--- src/inc/radio_state_pkg.sv ---
// constants for the radio state policy configuration block
// assumes one control clock; register offsets are on the device register port
package radio_state_pkg;

  // ----------------------------------------------------------------
  // register offsets and widths
  // ----------------------------------------------------------------
  localparam int unsigned ADDR_W = 6;
  localparam int unsigned DATA_W = 8;
  localparam logic [5:0] RADIO_STATE_CONFIG_1_OFS = 6'h17;
  localparam logic [5:0] RADIO_STATE_CONFIG_0_OFS = 6'h18;

  // ----------------------------------------------------------------
  // field positions
  // ----------------------------------------------------------------
  localparam int unsigned CRITERION_LSB   = 4;
  localparam int unsigned AFTER_RX_LSB    = 2;
  localparam int unsigned AFTER_TX_LSB    = 0;
  localparam int unsigned AUTOCAL_LSB     = 4;

  // ----------------------------------------------------------------
  // reset values
  // ----------------------------------------------------------------
  localparam logic [1:0] CRITERION_RST = 2'h3;
  localparam logic [1:0] AFTER_RX_RST  = 2'h0;
  localparam logic [1:0] AFTER_TX_RST  = 2'h0;
  localparam logic [1:0] AUTOCAL_RST   = 2'h0;

  // ----------------------------------------------------------------
  // field encodings
  // ----------------------------------------------------------------
  localparam logic [1:0] CRIT_ALWAYS     = 2'h0;
  localparam logic [1:0] CRIT_BELOW_THR  = 2'h1;
  localparam logic [1:0] CRIT_NOT_RX     = 2'h2;
  localparam logic [1:0] CRIT_BOTH       = 2'h3;
  localparam logic [1:0] CAL_NEVER       = 2'h0;
  localparam logic [1:0] CAL_LEAVE_IDLE  = 2'h1;
  localparam logic [1:0] CAL_AUTO_IDLE   = 2'h2;
  localparam logic [1:0] CAL_FOURTH_IDLE = 2'h3;
  localparam logic [1:0] FOURTH_LAST     = 2'h3;

  // radio states handed to the main control state machine
  typedef enum logic [1:0] {
    ST_IDLE,
    ST_SYNTH_ON_FOR_TRANSMIT,
    ST_TRANSMIT,
    ST_RECEIVE
  } radio_state_t;

endpackage : radio_state_pkg

--- src/logic/radio_state_policy_config.sv ---
// policy registers of the main radio control state machine
// assumes register port and radio event inputs are synchronous to ref_clk_in
`timescale 1ns/1ns

// What this block does
// (RL1) criterion 0 always clear, 1 strength low, 2 not receiving, 3 both.
// (RL2) clear-channel indication follows selected criterion; criterion resets to 3.
// (RL3) after receive: idle, synth on, transmit or stay receive; resets 0.
// (RL4) after transmit: idle, synth on, stay transmit with preamble, receive; resets 0.
// (RL5) calibration field picks auto calibration on entering rx/tx or idle.
// (RL6) calibration 0 never, 1 leave idle, 2 auto idle, 3 every fourth.
// (RL7) software must not pair transmit-after-receive with clear-channel reliance.
module radio_state_policy_config (
  // clock and reset
  input  wire logic                              ref_clk_in,
  input  wire logic                              rst_in,
  // register port
  input  wire logic [radio_state_pkg::ADDR_W-1:0] reg_addr_in,
  input  wire logic [radio_state_pkg::DATA_W-1:0] reg_wdata_in,
  input  wire logic                              reg_write_in,
  input  wire logic                              reg_read_in,
  output logic      [radio_state_pkg::DATA_W-1:0] reg_rdata_out,
  // channel assessment inputs
  input  wire logic                              strength_below_thr_in,
  input  wire logic                              receiving_packet_in,
  output logic                                   clear_channel_indication_out,
  // packet completion events
  input  wire logic                              rx_done_in,
  input  wire logic                              tx_done_in,
  output radio_state_pkg::radio_state_t          next_state_out,
  output logic                                   next_state_valid_out,
  output logic                                   start_preamble_out,
  // calibration events
  input  wire logic                              leave_idle_in,
  input  wire logic                              auto_idle_in,
  input  wire logic                              calibrate_strobe_in,
  output logic                                   calibrate_req_out
);

  // ----------------------------------------------------------------
  // configuration fields
  // ----------------------------------------------------------------
  logic [1:0] clear_channel_criterion_r;
  logic [1:0] after_receive_state_r;
  logic [1:0] after_transmit_state_r;
  logic [1:0] synth_auto_calibration_r;
  logic [1:0] auto_idle_count_r;

  // map a two-bit state setting onto the radio state type
  function automatic radio_state_pkg::radio_state_t setting_to_state(input logic [1:0] s);
    case (s)
      2'h0:    setting_to_state = radio_state_pkg::ST_IDLE;
      2'h1:    setting_to_state = radio_state_pkg::ST_SYNTH_ON_FOR_TRANSMIT;
      2'h2:    setting_to_state = radio_state_pkg::ST_TRANSMIT;
      default: setting_to_state = radio_state_pkg::ST_RECEIVE;
    endcase
  endfunction : setting_to_state

  // register writes; unused bits ignored, other offsets ignored
  always_ff @(posedge ref_clk_in or posedge rst_in) begin
    if (rst_in) begin
      clear_channel_criterion_r <= radio_state_pkg::CRITERION_RST; // see (RL2)
      after_receive_state_r     <= radio_state_pkg::AFTER_RX_RST;  // see (RL3)
      after_transmit_state_r    <= radio_state_pkg::AFTER_TX_RST;  // see (RL4)
      synth_auto_calibration_r  <= radio_state_pkg::AUTOCAL_RST;   // see (RL6)
    end else if (reg_write_in) begin
      if (reg_addr_in == radio_state_pkg::RADIO_STATE_CONFIG_1_OFS) begin
        clear_channel_criterion_r <= reg_wdata_in[radio_state_pkg::CRITERION_LSB +: 2];
        after_receive_state_r     <= reg_wdata_in[radio_state_pkg::AFTER_RX_LSB +: 2];
        after_transmit_state_r    <= reg_wdata_in[radio_state_pkg::AFTER_TX_LSB +: 2];
      end else if (reg_addr_in == radio_state_pkg::RADIO_STATE_CONFIG_0_OFS) begin
        synth_auto_calibration_r  <= reg_wdata_in[radio_state_pkg::AUTOCAL_LSB +: 2]; // see (RL5)
      end
    end
  end

  // readback one cycle after the read strobe; unmapped offsets read zero
  always_ff @(posedge ref_clk_in or posedge rst_in) begin
    if (rst_in) begin
      reg_rdata_out <= 8'h00;
    end else if (reg_read_in) begin
      if (reg_addr_in == radio_state_pkg::RADIO_STATE_CONFIG_1_OFS) begin
        reg_rdata_out <= {2'h0, clear_channel_criterion_r,
                          after_receive_state_r, after_transmit_state_r};
      end else if (reg_addr_in == radio_state_pkg::RADIO_STATE_CONFIG_0_OFS) begin
        reg_rdata_out <= {2'h0, synth_auto_calibration_r, 4'h0};
      end else begin
        reg_rdata_out <= 8'h00;
      end
    end
  end

  // ----------------------------------------------------------------
  // clear channel assessment
  // ----------------------------------------------------------------
  logic cca_nxt;

  // criterion decode, registered so the indication is glitch free
  always_comb begin
    case (clear_channel_criterion_r)
      radio_state_pkg::CRIT_ALWAYS:    cca_nxt = 1'b1;                    // see (RL1)
      radio_state_pkg::CRIT_BELOW_THR: cca_nxt = strength_below_thr_in;   // see (RL1)
      radio_state_pkg::CRIT_NOT_RX:    cca_nxt = !receiving_packet_in;    // see (RL1)
      default: cca_nxt = strength_below_thr_in && !receiving_packet_in;   // see (RL1)
    endcase
  end

  always_ff @(posedge ref_clk_in or posedge rst_in) begin
    if (rst_in) begin
      clear_channel_indication_out <= 1'b0;
    end else begin
      clear_channel_indication_out <= cca_nxt; // see (RL2)
    end
  end

  // ----------------------------------------------------------------
  // next state after a packet
  // ----------------------------------------------------------------
  // rx completion wins if both arrive at once; the radio cannot be in both
  always_ff @(posedge ref_clk_in or posedge rst_in) begin
    if (rst_in) begin
      next_state_out       <= radio_state_pkg::ST_IDLE;
      next_state_valid_out <= 1'b0;
      start_preamble_out   <= 1'b0;
    end else begin
      next_state_valid_out <= rx_done_in || tx_done_in;
      start_preamble_out   <= 1'b0;
      if (rx_done_in) begin
        next_state_out <= setting_to_state(after_receive_state_r); // see (RL3)
      end else if (tx_done_in) begin
        // the after-transmit setting maps straight onto the state type, 3 being receive
        next_state_out     <= setting_to_state(after_transmit_state_r); // see (RL4)
        start_preamble_out <= (after_transmit_state_r == 2'h2); // see (RL4)
      end
    end
  end

  // ----------------------------------------------------------------
  // automatic synthesizer calibration
  // ----------------------------------------------------------------
  // counts automatic returns to idle; only used by the every-fourth setting
  // not cleared on a setting change, so the first fourth return may come early
  always_ff @(posedge ref_clk_in or posedge rst_in) begin
    if (rst_in) begin
      auto_idle_count_r <= 2'h0;
    end else if (auto_idle_in) begin
      auto_idle_count_r <= auto_idle_count_r + 2'h1; // wraps after four
    end
  end

  // manual strobe always calibrates, whatever the automatic setting
  always_ff @(posedge ref_clk_in or posedge rst_in) begin
    if (rst_in) begin
      calibrate_req_out <= 1'b0;
    end else begin
      case (synth_auto_calibration_r)
        radio_state_pkg::CAL_LEAVE_IDLE:
          calibrate_req_out <= calibrate_strobe_in || leave_idle_in; // see (RL6)
        radio_state_pkg::CAL_AUTO_IDLE:
          calibrate_req_out <= calibrate_strobe_in || auto_idle_in;  // see (RL6)
        radio_state_pkg::CAL_FOURTH_IDLE:
          calibrate_req_out <= calibrate_strobe_in || (auto_idle_in &&
                               auto_idle_count_r == radio_state_pkg::FOURTH_LAST); // see (RL6)
        default:
          calibrate_req_out <= calibrate_strobe_in; // see (RL6)
      endcase
    end
  end
endmodule : radio_state_policy_config

--- config.mk ---
export PLATFORM = sky130hd
export DESIGN_NAME = radio_state_policy_config
export DESIGN_NICKNAME = d
export VERILOG_FILES = /design/src/inc/radio_state_pkg.sv /design/src/logic/radio_state_policy_config.sv
export SDC_FILE = /design/constraint.sdc
export NUM_CORES = 1
export LEC_CHECK = 0
export BUFFER_PORTS_ARGS = -buffer_cell sky130_fd_sc_hd__buf_2
export CAP_MARGIN = 15
export CORE_ASPECT_RATIO = 1.4
export CORE_MARGIN = 5
export CORE_UTILIZATION = 35
export CTS_BUF_LIST = sky130_fd_sc_hd__clkbuf_4 sky130_fd_sc_hd__clkbuf_8
export DETAILED_ROUTE_END_ITERATION = 10
export GPL_TIMING_DRIVEN = 0
export PLACE_DENSITY = 0.63
export SLEW_MARGIN = 20
export SYNTH_ARGS = -nofsm -noshare
export SYNTH_HDL_FRONTEND = slang
export SYNTH_SLANG_ARGS = --single-unit
--- constraint.sdc ---
create_clock -name ref_clk_in -period 2.6 [get_ports ref_clk_in]
set_input_delay 0.13 -clock ref_clk_in [delete_from_list [all_inputs] [get_ports ref_clk_in]]
set_output_delay 0.13 -clock ref_clk_in [all_outputs]
set_load 0.02 [all_outputs]
==> results.md, run 1 <==
- DRC Markers: 0
- # fillers: 272
- Chip width: 54.77 um
- Pwr Density: 580.1 mW/mm^2
- Synth Area in Compound Gates: 8.790%
- Routed length on met1: 779 um
- Global Route Usage Sum: 10.71%
- Vias in the first global route: 718
- Seq/Total Area, Yosys: 56.31%
- Xor/xnor share of the synthesized area: 0.8917%
- Nets: 147
- Critical Path AT: 1.25 ns
- Initial antenna violation count: 0
- First-pass DRT Iterations: 2
- Setup bufs post-CTS: 0
- Antenna viol nets, final: 0
- CTS root buf: clkbuf_4
- Final setup viols: 0
- CTS Buffer Depth: 2
- WL met2: 946 um
- Slew Viols, Final: 0
- Final Cycle Share: 40.56%
- MaxCap Viol Count: 0
- Setup crit start: auto_idle_count_r[0]$_DFFE_PP0P_
- Largest net degree at the start of global routing: 23
- Starting Density: 36.79%
- Worst EP required: 2.79 ns
- Worst path max stage delay: 0.41 ns
- Cell Area, Synth: 982.2 sq um
- Hold_sp: calibrate_strobe_in
- Main combinational cell family by area after synthesis: multiplexers
- I/O Buffers: 34
- Max FO, Critical Path: 2
- Layout cells sized above 1: 47.50%
- Worst skew pair latency: 0.30 ns
- Final Hold Viols: 0
- # H-tree levels: 1
- RSZ-0062 raised after global routing: no
- Met3 WL: 119 um
- Max layer used: met4
- Worst Setup End Kind: flop
- Crit path time final: 1.054 ns
- Area of the multi-input gates: 361.6 sq um
- I/O pin count: 39
- Ant diodes: 0
- Num CTS Buffers: 3
- Peak supply drop: 432.7 uV
- Headroom to the max-slew limit: 48.95%
- Count of cell types in the netlist: 24
- Vias: 687
- Slew @ Worst Pin: 0.7650 ns
- Reg2reg setup slack: 1.55 ns
- Commonest cells after routing, fill and taps aside: buf_2, dfrtp_1, inv_1
- Fmax: 0.9484 GHz
- Status: complete, no violations
- Initial DRC count: 11
- Core Region: 0.002670 sq mm
- Post-Syn Instances: 79
- Num rows: 22
- CTS Sinks: 22
- Register area: 553.0 sq um
- Die Area: 0.003981 sq mm
- Clk slew on worst S/H paths: 0.11 ns
- Clock Skew: 0.005087 ns
- CTS tree: yes
- Die H: 72.68 um
- Post-Route Setup TNS: 0 ns
- Final HPWL DP: 1.510 mm
- Critical path, cell by cell: ha_1, mux2_2
- Reg2Reg Launch Point: auto_idle_count_r[0]$_DFFE_PP0P_
- Final cell count without fillers: 156
- Gpl congestion: 0.6965
- Hold Path Class: in2reg
- Crit path launch type: flop
- Routed len/inst: 11.92 um
- Yosys warning count: 0
- Commonest non-fill, non-tap cell in the layout: buf_2
- Tot Pwr: 729.5 uW
- First-pass GRT wire length: 3.153 mm
- Post-synthesis mux area share: 14.65%
- Via-to-Cell Ratio: 4.404
- Critical path class: reg2reg
- Placed cells: 150
- Avg Inst Size Synth: 12.43 sq um
- Post-synthesis adder-cell area fraction: 1.274%
- Post-Route Hold Slack: 0.03451 ns
- Worst path slowest cell: dfrtp_1
- Final WL: 1.860 mm
- Flops & latches, synth: 22
- GRT Residual Overflow: 0
- Area Growth Syn to Fin: 28.03%
- Synth Area in Simple Gates: 10.45%
- Leak Pwr: 0.0006179 uW
[through the flow]
stage	instance area, sq um	util [%]	worst slack, ns
6_report	1257	47.09	1.546
4_1_cts	1257	47.09	1.544
3_5_place_dp	1201	44.99	1.290
3_3_place_gp	1201	44.99	1.304
5_1_grt	1257	47.09	1.460
2_1_floorplan	985.9	-	1.444
[layer usage]
layer	GRT usage (%)	vias to the layer above
li1	-	350
met1	13.75	316
met2	16.97	19
met3	2.454	2
met4	4.155	0
met5	0	-
[power by group]
part / total (uW) / internal (uW) / switching [uW] / leakage, uW
Combinational: 131 / 71.9 / 59.3 / 0.000317
Clock: 181 / 85.3 / 95.4 / 0.0000210
Sequential: 418 / 388 / 29.9 / 0.000280
[timing repair]
action / 4_1_cts / 5_1_grt
hold endpoints to repair: 21 / 0
endpoints found under the setup margin: 0 / 0
hold buffers: 2 / 0
resized for setup: 0 / 0
[state kept, by name, indices dropped and copies added, names as in the netlist]
register,count
synth_auto_calibration_r,2
calibrate_req_out,1
start_preamble_out,1
clear_channel_indication_out,1
auto_idle_count_r,2
next_state_out,2
reg_rdata_out,6
clear_channel_criterion_r,2
next_state_valid_out,1
after_transmit_state_r,2
after_receive_state_r,2
[kinds of logic after synthesis]
| logic type | count (synthesis) |
|---|---|
| AND/OR/NAND/NOR | 15 |
| AO/OA/AOI/OAI | 14 |
| buffers and inverters | 14 |
| XOR/XNOR | 1 |
| flip-flops | 22 |
| other | 1 |
| adder cells (fa/ha/maj) | 1 |
| multiplexers | 11 |
[area by class of cell]
class | instances | share of cell area [%]
plain buffers | 4 | 2.687
clock buffers | 4 | 2.886
inverters | 10 | 2.985
multi-input cells | 44 | 28.76
flip-flops and latches | 22 | 43.98
well taps | 36 | 3.582
repair buffers | 36 | 15.12
[worst max-delay path: cells and delay by family (launching register included)]
family | cells | cell delay, ns
DFF | 1 | 0.41
adders and majority gates | 1 | 0.28
muxes | 1 | 0.26
[cell usage after synthesis]
master | instances | share of area, %
and2b_4 | 1 | 1.0
nand2_1 | 8 | 3.1
clkbuf_1 | 1 | 0.38
nor4bb_1 | 1 | 1.0
o22ai_1 | 6 | 3.8
inv_1 | 10 | 3.8
and4b_4 | 1 | 1.4
dfrtp_1 | 20 | 51
xor2_1 | 1 | 0.89
a31oi_1 | 1 | 0.64
conb_1 | 1 | 0.38
buf_4 | 2 | 1.5
and3_1 | 1 | 0.64
a22oi_1 | 3 | 2.3
mux2i_1 | 2 | 2.0
ha_1 | 1 | 1.3
buf_8 | 1 | 1.5
mux2_4 | 6 | 9.2
nor4b_2 | 1 | 1.5
dfstp_2 | 2 | 5.4
o21ai_0 | 4 | 2.0
and3_4 | 1 | 1.1
or2_2 | 1 | 0.64
mux2_2 | 3 | 3.4
[final timing paths]
kind                                                        endpoint  cells past startpoint
worst min-delay path                     calibrate_req_out$_DFF_PP0_                      3
worst min register to register      auto_idle_count_r[0]$_DFFE_PP0P_                      1
worst max-delay path                auto_idle_count_r[1]$_DFFE_PP0P_                      2
worst max register to register      auto_idle_count_r[1]$_DFFE_PP0P_                      2
max in group asynchronous               start_preamble_out$_DFF_PP0_                      3
min in group asynchronous       after_receive_state_r[0]$_DFFE_PP0P_                      3
Note: power is estimated with default switching activity, not from simulation.
==> inputs of run 2 (changes only) <==
--- a/config.mk
+++ b/config.mk
@@ -5,6 +5,7 @@
 export SDC_FILE = /design/constraint.sdc
 export NUM_CORES = 1
 export LEC_CHECK = 0
+export ABC_AREA = 1
 export BUFFER_PORTS_ARGS = -buffer_cell sky130_fd_sc_hd__buf_2
 export CAP_MARGIN = 15
 export CORE_ASPECT_RATIO = 1.4
@@ -13,7 +14,7 @@
 export CTS_BUF_LIST = sky130_fd_sc_hd__clkbuf_4 sky130_fd_sc_hd__clkbuf_8
 export DETAILED_ROUTE_END_ITERATION = 10
 export GPL_TIMING_DRIVEN = 0
-export PLACE_DENSITY = 0.63
+export PLACE_DENSITY = 0.65
 export SLEW_MARGIN = 20
 export SYNTH_ARGS = -nofsm -noshare
 export SYNTH_HDL_FRONTEND = slang
==> constraint.sdc (replaced) <==
create_clock -name ref_clk_in -period 0.8 [get_ports ref_clk_in]
set_input_delay 0.04 -clock ref_clk_in [delete_from_list [all_inputs] [get_ports ref_clk_in]]
set_output_delay 0.04 -clock ref_clk_in [all_outputs]
set_load 0.02 [all_outputs]
==> run 2 against run 1 <==
  * The run now ends with hold timing, setup timing left
  * Sequential power grew to 3.3 times the previous value
  * Via count is 28% higher
  * Sequential share of layout area is 6.7 points lower
  * Synthesized cell count is 39% higher
  * Critical path type unchanged
  * Synthesized area is 1.7% higher
  * Fmax is 4.1% higher
  * Largest power group unchanged
  * Core utilization is 5.5 points higher
  * Combinational power grew to 4.8 times the previous value
  * Total power grew to 3.8 times the previous value
  * Clock power grew to 4.3 times the previous value
==> results.md, run 2 <==
- Global Route Usage Sum: 12.21% (was 10.71%)
- Final Hold Viols: 20 (was 0)
- Flops & latches, synth: 22 (unchanged)
- Critical Path AT: 1.16 ns (was 1.25 ns)
- Post-synth EDFFs: 0 (unchanged)
- Critical path, cell by cell: ha_4, mux2_4 (was ha_1, mux2_2)
- Avg Inst Size Synth: 9.077 sq um (was 12.43 sq um)
- Seq/Total Area, Yosys: 55.39% (was 56.31%)
- Largest register FFs: 6 (unchanged)
- Layout cells sized above 1: 40.99% (was 47.50%)
- Clock Skew: 0.005157 ns (was 0.005087 ns)
- Chip width: 55.14 um (was 54.77 um)
- Yosys warning count: 0 (unchanged)
- First-pass GRT wire length: 3.588 mm (was 3.153 mm)
- Area Growth Syn to Fin: 48.62% (was 28.03%)
- Initial DRC count: 9 (was 11)
- Final setup viols: 17 (was 0)
- # fillers: 267 (was 272)
- Die H: 73.20 um (was 72.68 um)
- Main combinational cell family by area after synthesis: simple AND/OR/NAND/NOR gates (was multiplexers)
- Most common cell in the netlist: nand2_1 (was dfrtp_1)
- Antenna viol nets, final: 0 (unchanged)
- GRT Residual Overflow: 0 (unchanged)
- Post-synth top area share: 50.13% (was 50.96%)
- Worst skew pair latency: 0.26 ns (was 0.30 ns)
- Status: finished, violations left (was complete, no violations)
- CTS Sinks: 22 (unchanged)
- Vias in the first global route: 858 (was 718)
- Cell taking the most area after synthesis: dfrtp_1 (unchanged)
- Failing checks: hold timing, setup timing
- RSZ-0062 raised after global routing: yes (was no)
- Design area: 0.001484 sq mm (was 0.001257 sq mm)
- Post-synthesis mux area share: 1.128% (was 14.65%)
- Fmax: 0.9876 GHz (was 0.9484 GHz)
- Initial antenna violation count: 0 (unchanged)
- # H-tree levels: 1 (unchanged)
- Core Region: 0.002820 sq mm (was 0.002670 sq mm)
- I/O pin count: 39 (unchanged)
- Critical path class: reg2reg (unchanged)
- Worst path slowest cell: dfrtp_1 (unchanged)
- Slew @ Worst Pin: 0.7954 ns (was 0.7650 ns)
- Die Area: 0.004036 sq mm (was 0.003981 sq mm)
- Slew Viols, Final: 0 (unchanged)
- Largest Register: reg_rdata_out (unchanged)
- Vias: 877 (was 687)
- Worst EP required: 0.95 ns (was 2.79 ns)
- Starting Density: 35.40% (was 36.79%)
- Nets: 188 (was 147)
- Post-synth ARST share: 100.0% (unchanged)
- Pwr Density: 1876 mW/mm^2 (was 580.1 mW/mm^2)
- Crit path time final: 1.013 ns (was 1.054 ns)
- Gpl congestion: 0.8042 (was 0.6965)
- CP delay by family, top: flip-flops (unchanged)
- Worst Slack Setup Final: -0.2125 ns (was 1.546 ns)
- I/O Buffers: 34 (unchanged)
- Num rows: 23 (was 22)
- Final Cycle Share: 126.6% (was 40.56%)
- Routed len/inst: 10.96 um (was 11.92 um)
- Pre-CTS setup slack: -0.2141 ns (was 1.290 ns)
- List of most frequent post-synthesis cells: nand2_1, dfrtp_1, inv_1, o21ai_0, o21ai_2 (was dfrtp_1, inv_1, nand2_1, mux2_4, o22ai_1)
- Headroom to the max-slew limit: 46.91% (was 48.95%)
- Final WL: 2.171 mm (was 1.860 mm)
- Synth Area in Simple Gates: 20.55% (was 10.45%)
- CTS Buffer Depth: 2 (unchanged)
- Largest net degree at the start of global routing: 23 (unchanged)
- Post-Syn Instances: 110 (was 79)
- Worst Setup End Kind: flop (unchanged)
- DRC Markers: 0 (unchanged)
- MaxCap Viol Count: 0 (unchanged)
- Peak supply drop: 1187 uV (was 432.7 uV)
- Via-to-Cell Ratio: 4.429 (was 4.404)
- Main area contributors after synthesis: dfrtp_1, nand2_1, inv_1, dfstp_2, o21ai_2 (was dfrtp_1, mux2_4, dfstp_2, inv_1, o22ai_1)
- Num CTS Buffers: 3 (unchanged)
- CTS tree: yes (unchanged)
- Crit path launch type: flop (unchanged)
- Dpl cell area: 0.001224 sq mm (was 0.001201 sq mm)
- Post-Route Hold Slack: -0.07875 ns (was 0.03451 ns)
- Final HPWL DP: 1.637 mm (was 1.510 mm)
- WP buf/inv: 0 (unchanged)
- CTS root buf: clkbuf_8 (was clkbuf_4)
- Count of cell types in the netlist: 21 (was 24)
- Main flop type after synthesis: dfrtp_1 (unchanged)
- Leak Pwr: 0.0007736 uW (was 0.0006179 uW)
- Post-synthesis adder-cell area fraction: 1.253% (was 1.274%)
- Cell Area, Synth: 998.5 sq um (was 982.2 sq um)
- Max FO, Critical Path: 2 (unchanged)
- Clk slew on worst S/H paths: 0.08 ns (was 0.11 ns)
- Worst path max stage delay: 0.42 ns (was 0.41 ns)
- Commonest non-fill, non-tap cell in the layout: nand2_1 (was buf_2)
- Synth Area in Compound Gates: 11.78% (was 8.790%)
- Ant diodes: 0 (unchanged)
- Xor/xnor share of the synthesized area: 0.8772% (was 0.8917%)
- First-pass DRT Iterations: 4 (was 2)
- Commonest cells after routing, fill and taps aside: nand2_1, buf_2, dfrtp_1 (was buf_2, dfrtp_1, inv_1)
- Hold Path Class: in2async (was in2reg)
-- run 2: per-stage QoR --
| stage | utilization, % | power [uW] | cells | TNS (ns) |
|---|---|---|---|---|
| 6_report | 52.62 | 2784 | 198 | -0.7680 |
| 5_1_grt | 52.62 | 2933 | 198 | -1.301 |
| 4_1_cts | 51.82 | 2746 | 197 | -0.7853 |
| 3_5_place_dp | 43.39 | 1815 | 182 | -1.155 |
| 3_3_place_gp | 43.39 | 1784 | 182 | -0.7656 |
| 2_1_floorplan | - | 1641 | 111 | -0.2800 |
-- run 2: timing repair --
item                                    CTS  global route
buffers inserted                          7             1
pin swaps                                 4             1
endpoints found under the hold margin    23             0
gates resized for setup                  26             5
endpoints found under the setup margin   17            21
cloned                                    0             0
hold buffers                              4             0
-- run 2: path summary, 6_finish.rpt --
| kind | from | to | slack, ns | cells past startpoint |
|---|---|---|---|---|
| max | auto_idle_count_r[0]$_DFFE_PP0P_ | auto_idle_count_r[1]$_DFFE_PP0P_ | -0.21 | 2 |
| min | rst_in | reg_rdata_out[2]$_DFFE_PP0P_ | -0.08 | 2 |
| max reg2reg | auto_idle_count_r[0]$_DFFE_PP0P_ | auto_idle_count_r[1]$_DFFE_PP0P_ | -0.21 | 2 |
| min reg2reg | clear_channel_criterion_r[0]$_DFFE_PP1P_ | clear_channel_criterion_r[0]$_DFFE_PP1P_ | 0.50 | 2 |
| max in group asynchronous | rst_in | calibrate_req_out$_DFF_PP0_ | 0.38 | 2 |
| min in group ref_clk_in | reg_wdata_in[4] | clear_channel_criterion_r[0]$_DFFE_PP1P_ | 0.01 | 3 |
-- run 2: metal layers --
metal,GRT usage (%),vias up,share of wire [%]
li1,-,441,-
met1,12.68,405,35
met2,21.58,29,58
met3,2.249,2,5.8
met4,7.297,0,1.5
met5,0,-,0
-- run 2: cell families after synthesis --
family                   count (synthesis)
multiplexers                             1
AND/OR/NAND/NOR                         48
AO/OA/AOI/OAI                           17
XOR/XNOR                                 1
flip-flops                              22
adder cells (fa/ha/maj)                  1
buffers and inverters                   19
other                                    1
-- run 2: layout make-up --
cell class                      instances  area [sq um]  share of cell area (%)
Sequential cell                        22         553.0                   37.27
Buffer                                  3         26.28                   1.771
Clock buffer                            4         55.05                   3.710
Multi-Input combinational cell         70         394.1                   26.56
Timing Repair Buffer                   46         349.1                   23.52
Tap cell                               37         46.29                   3.120
Inverter                               16         60.06                   4.047
-- run 2: power breakdown --
part / total [uW] / switching [uW] / internal, uW / leakage [uW]
registers: 1380 / 124 / 1260 / 0.000279
logic: 624 / 264 / 359 / 0.000465
clock network: 778 / 340 / 438 / 0.0000288
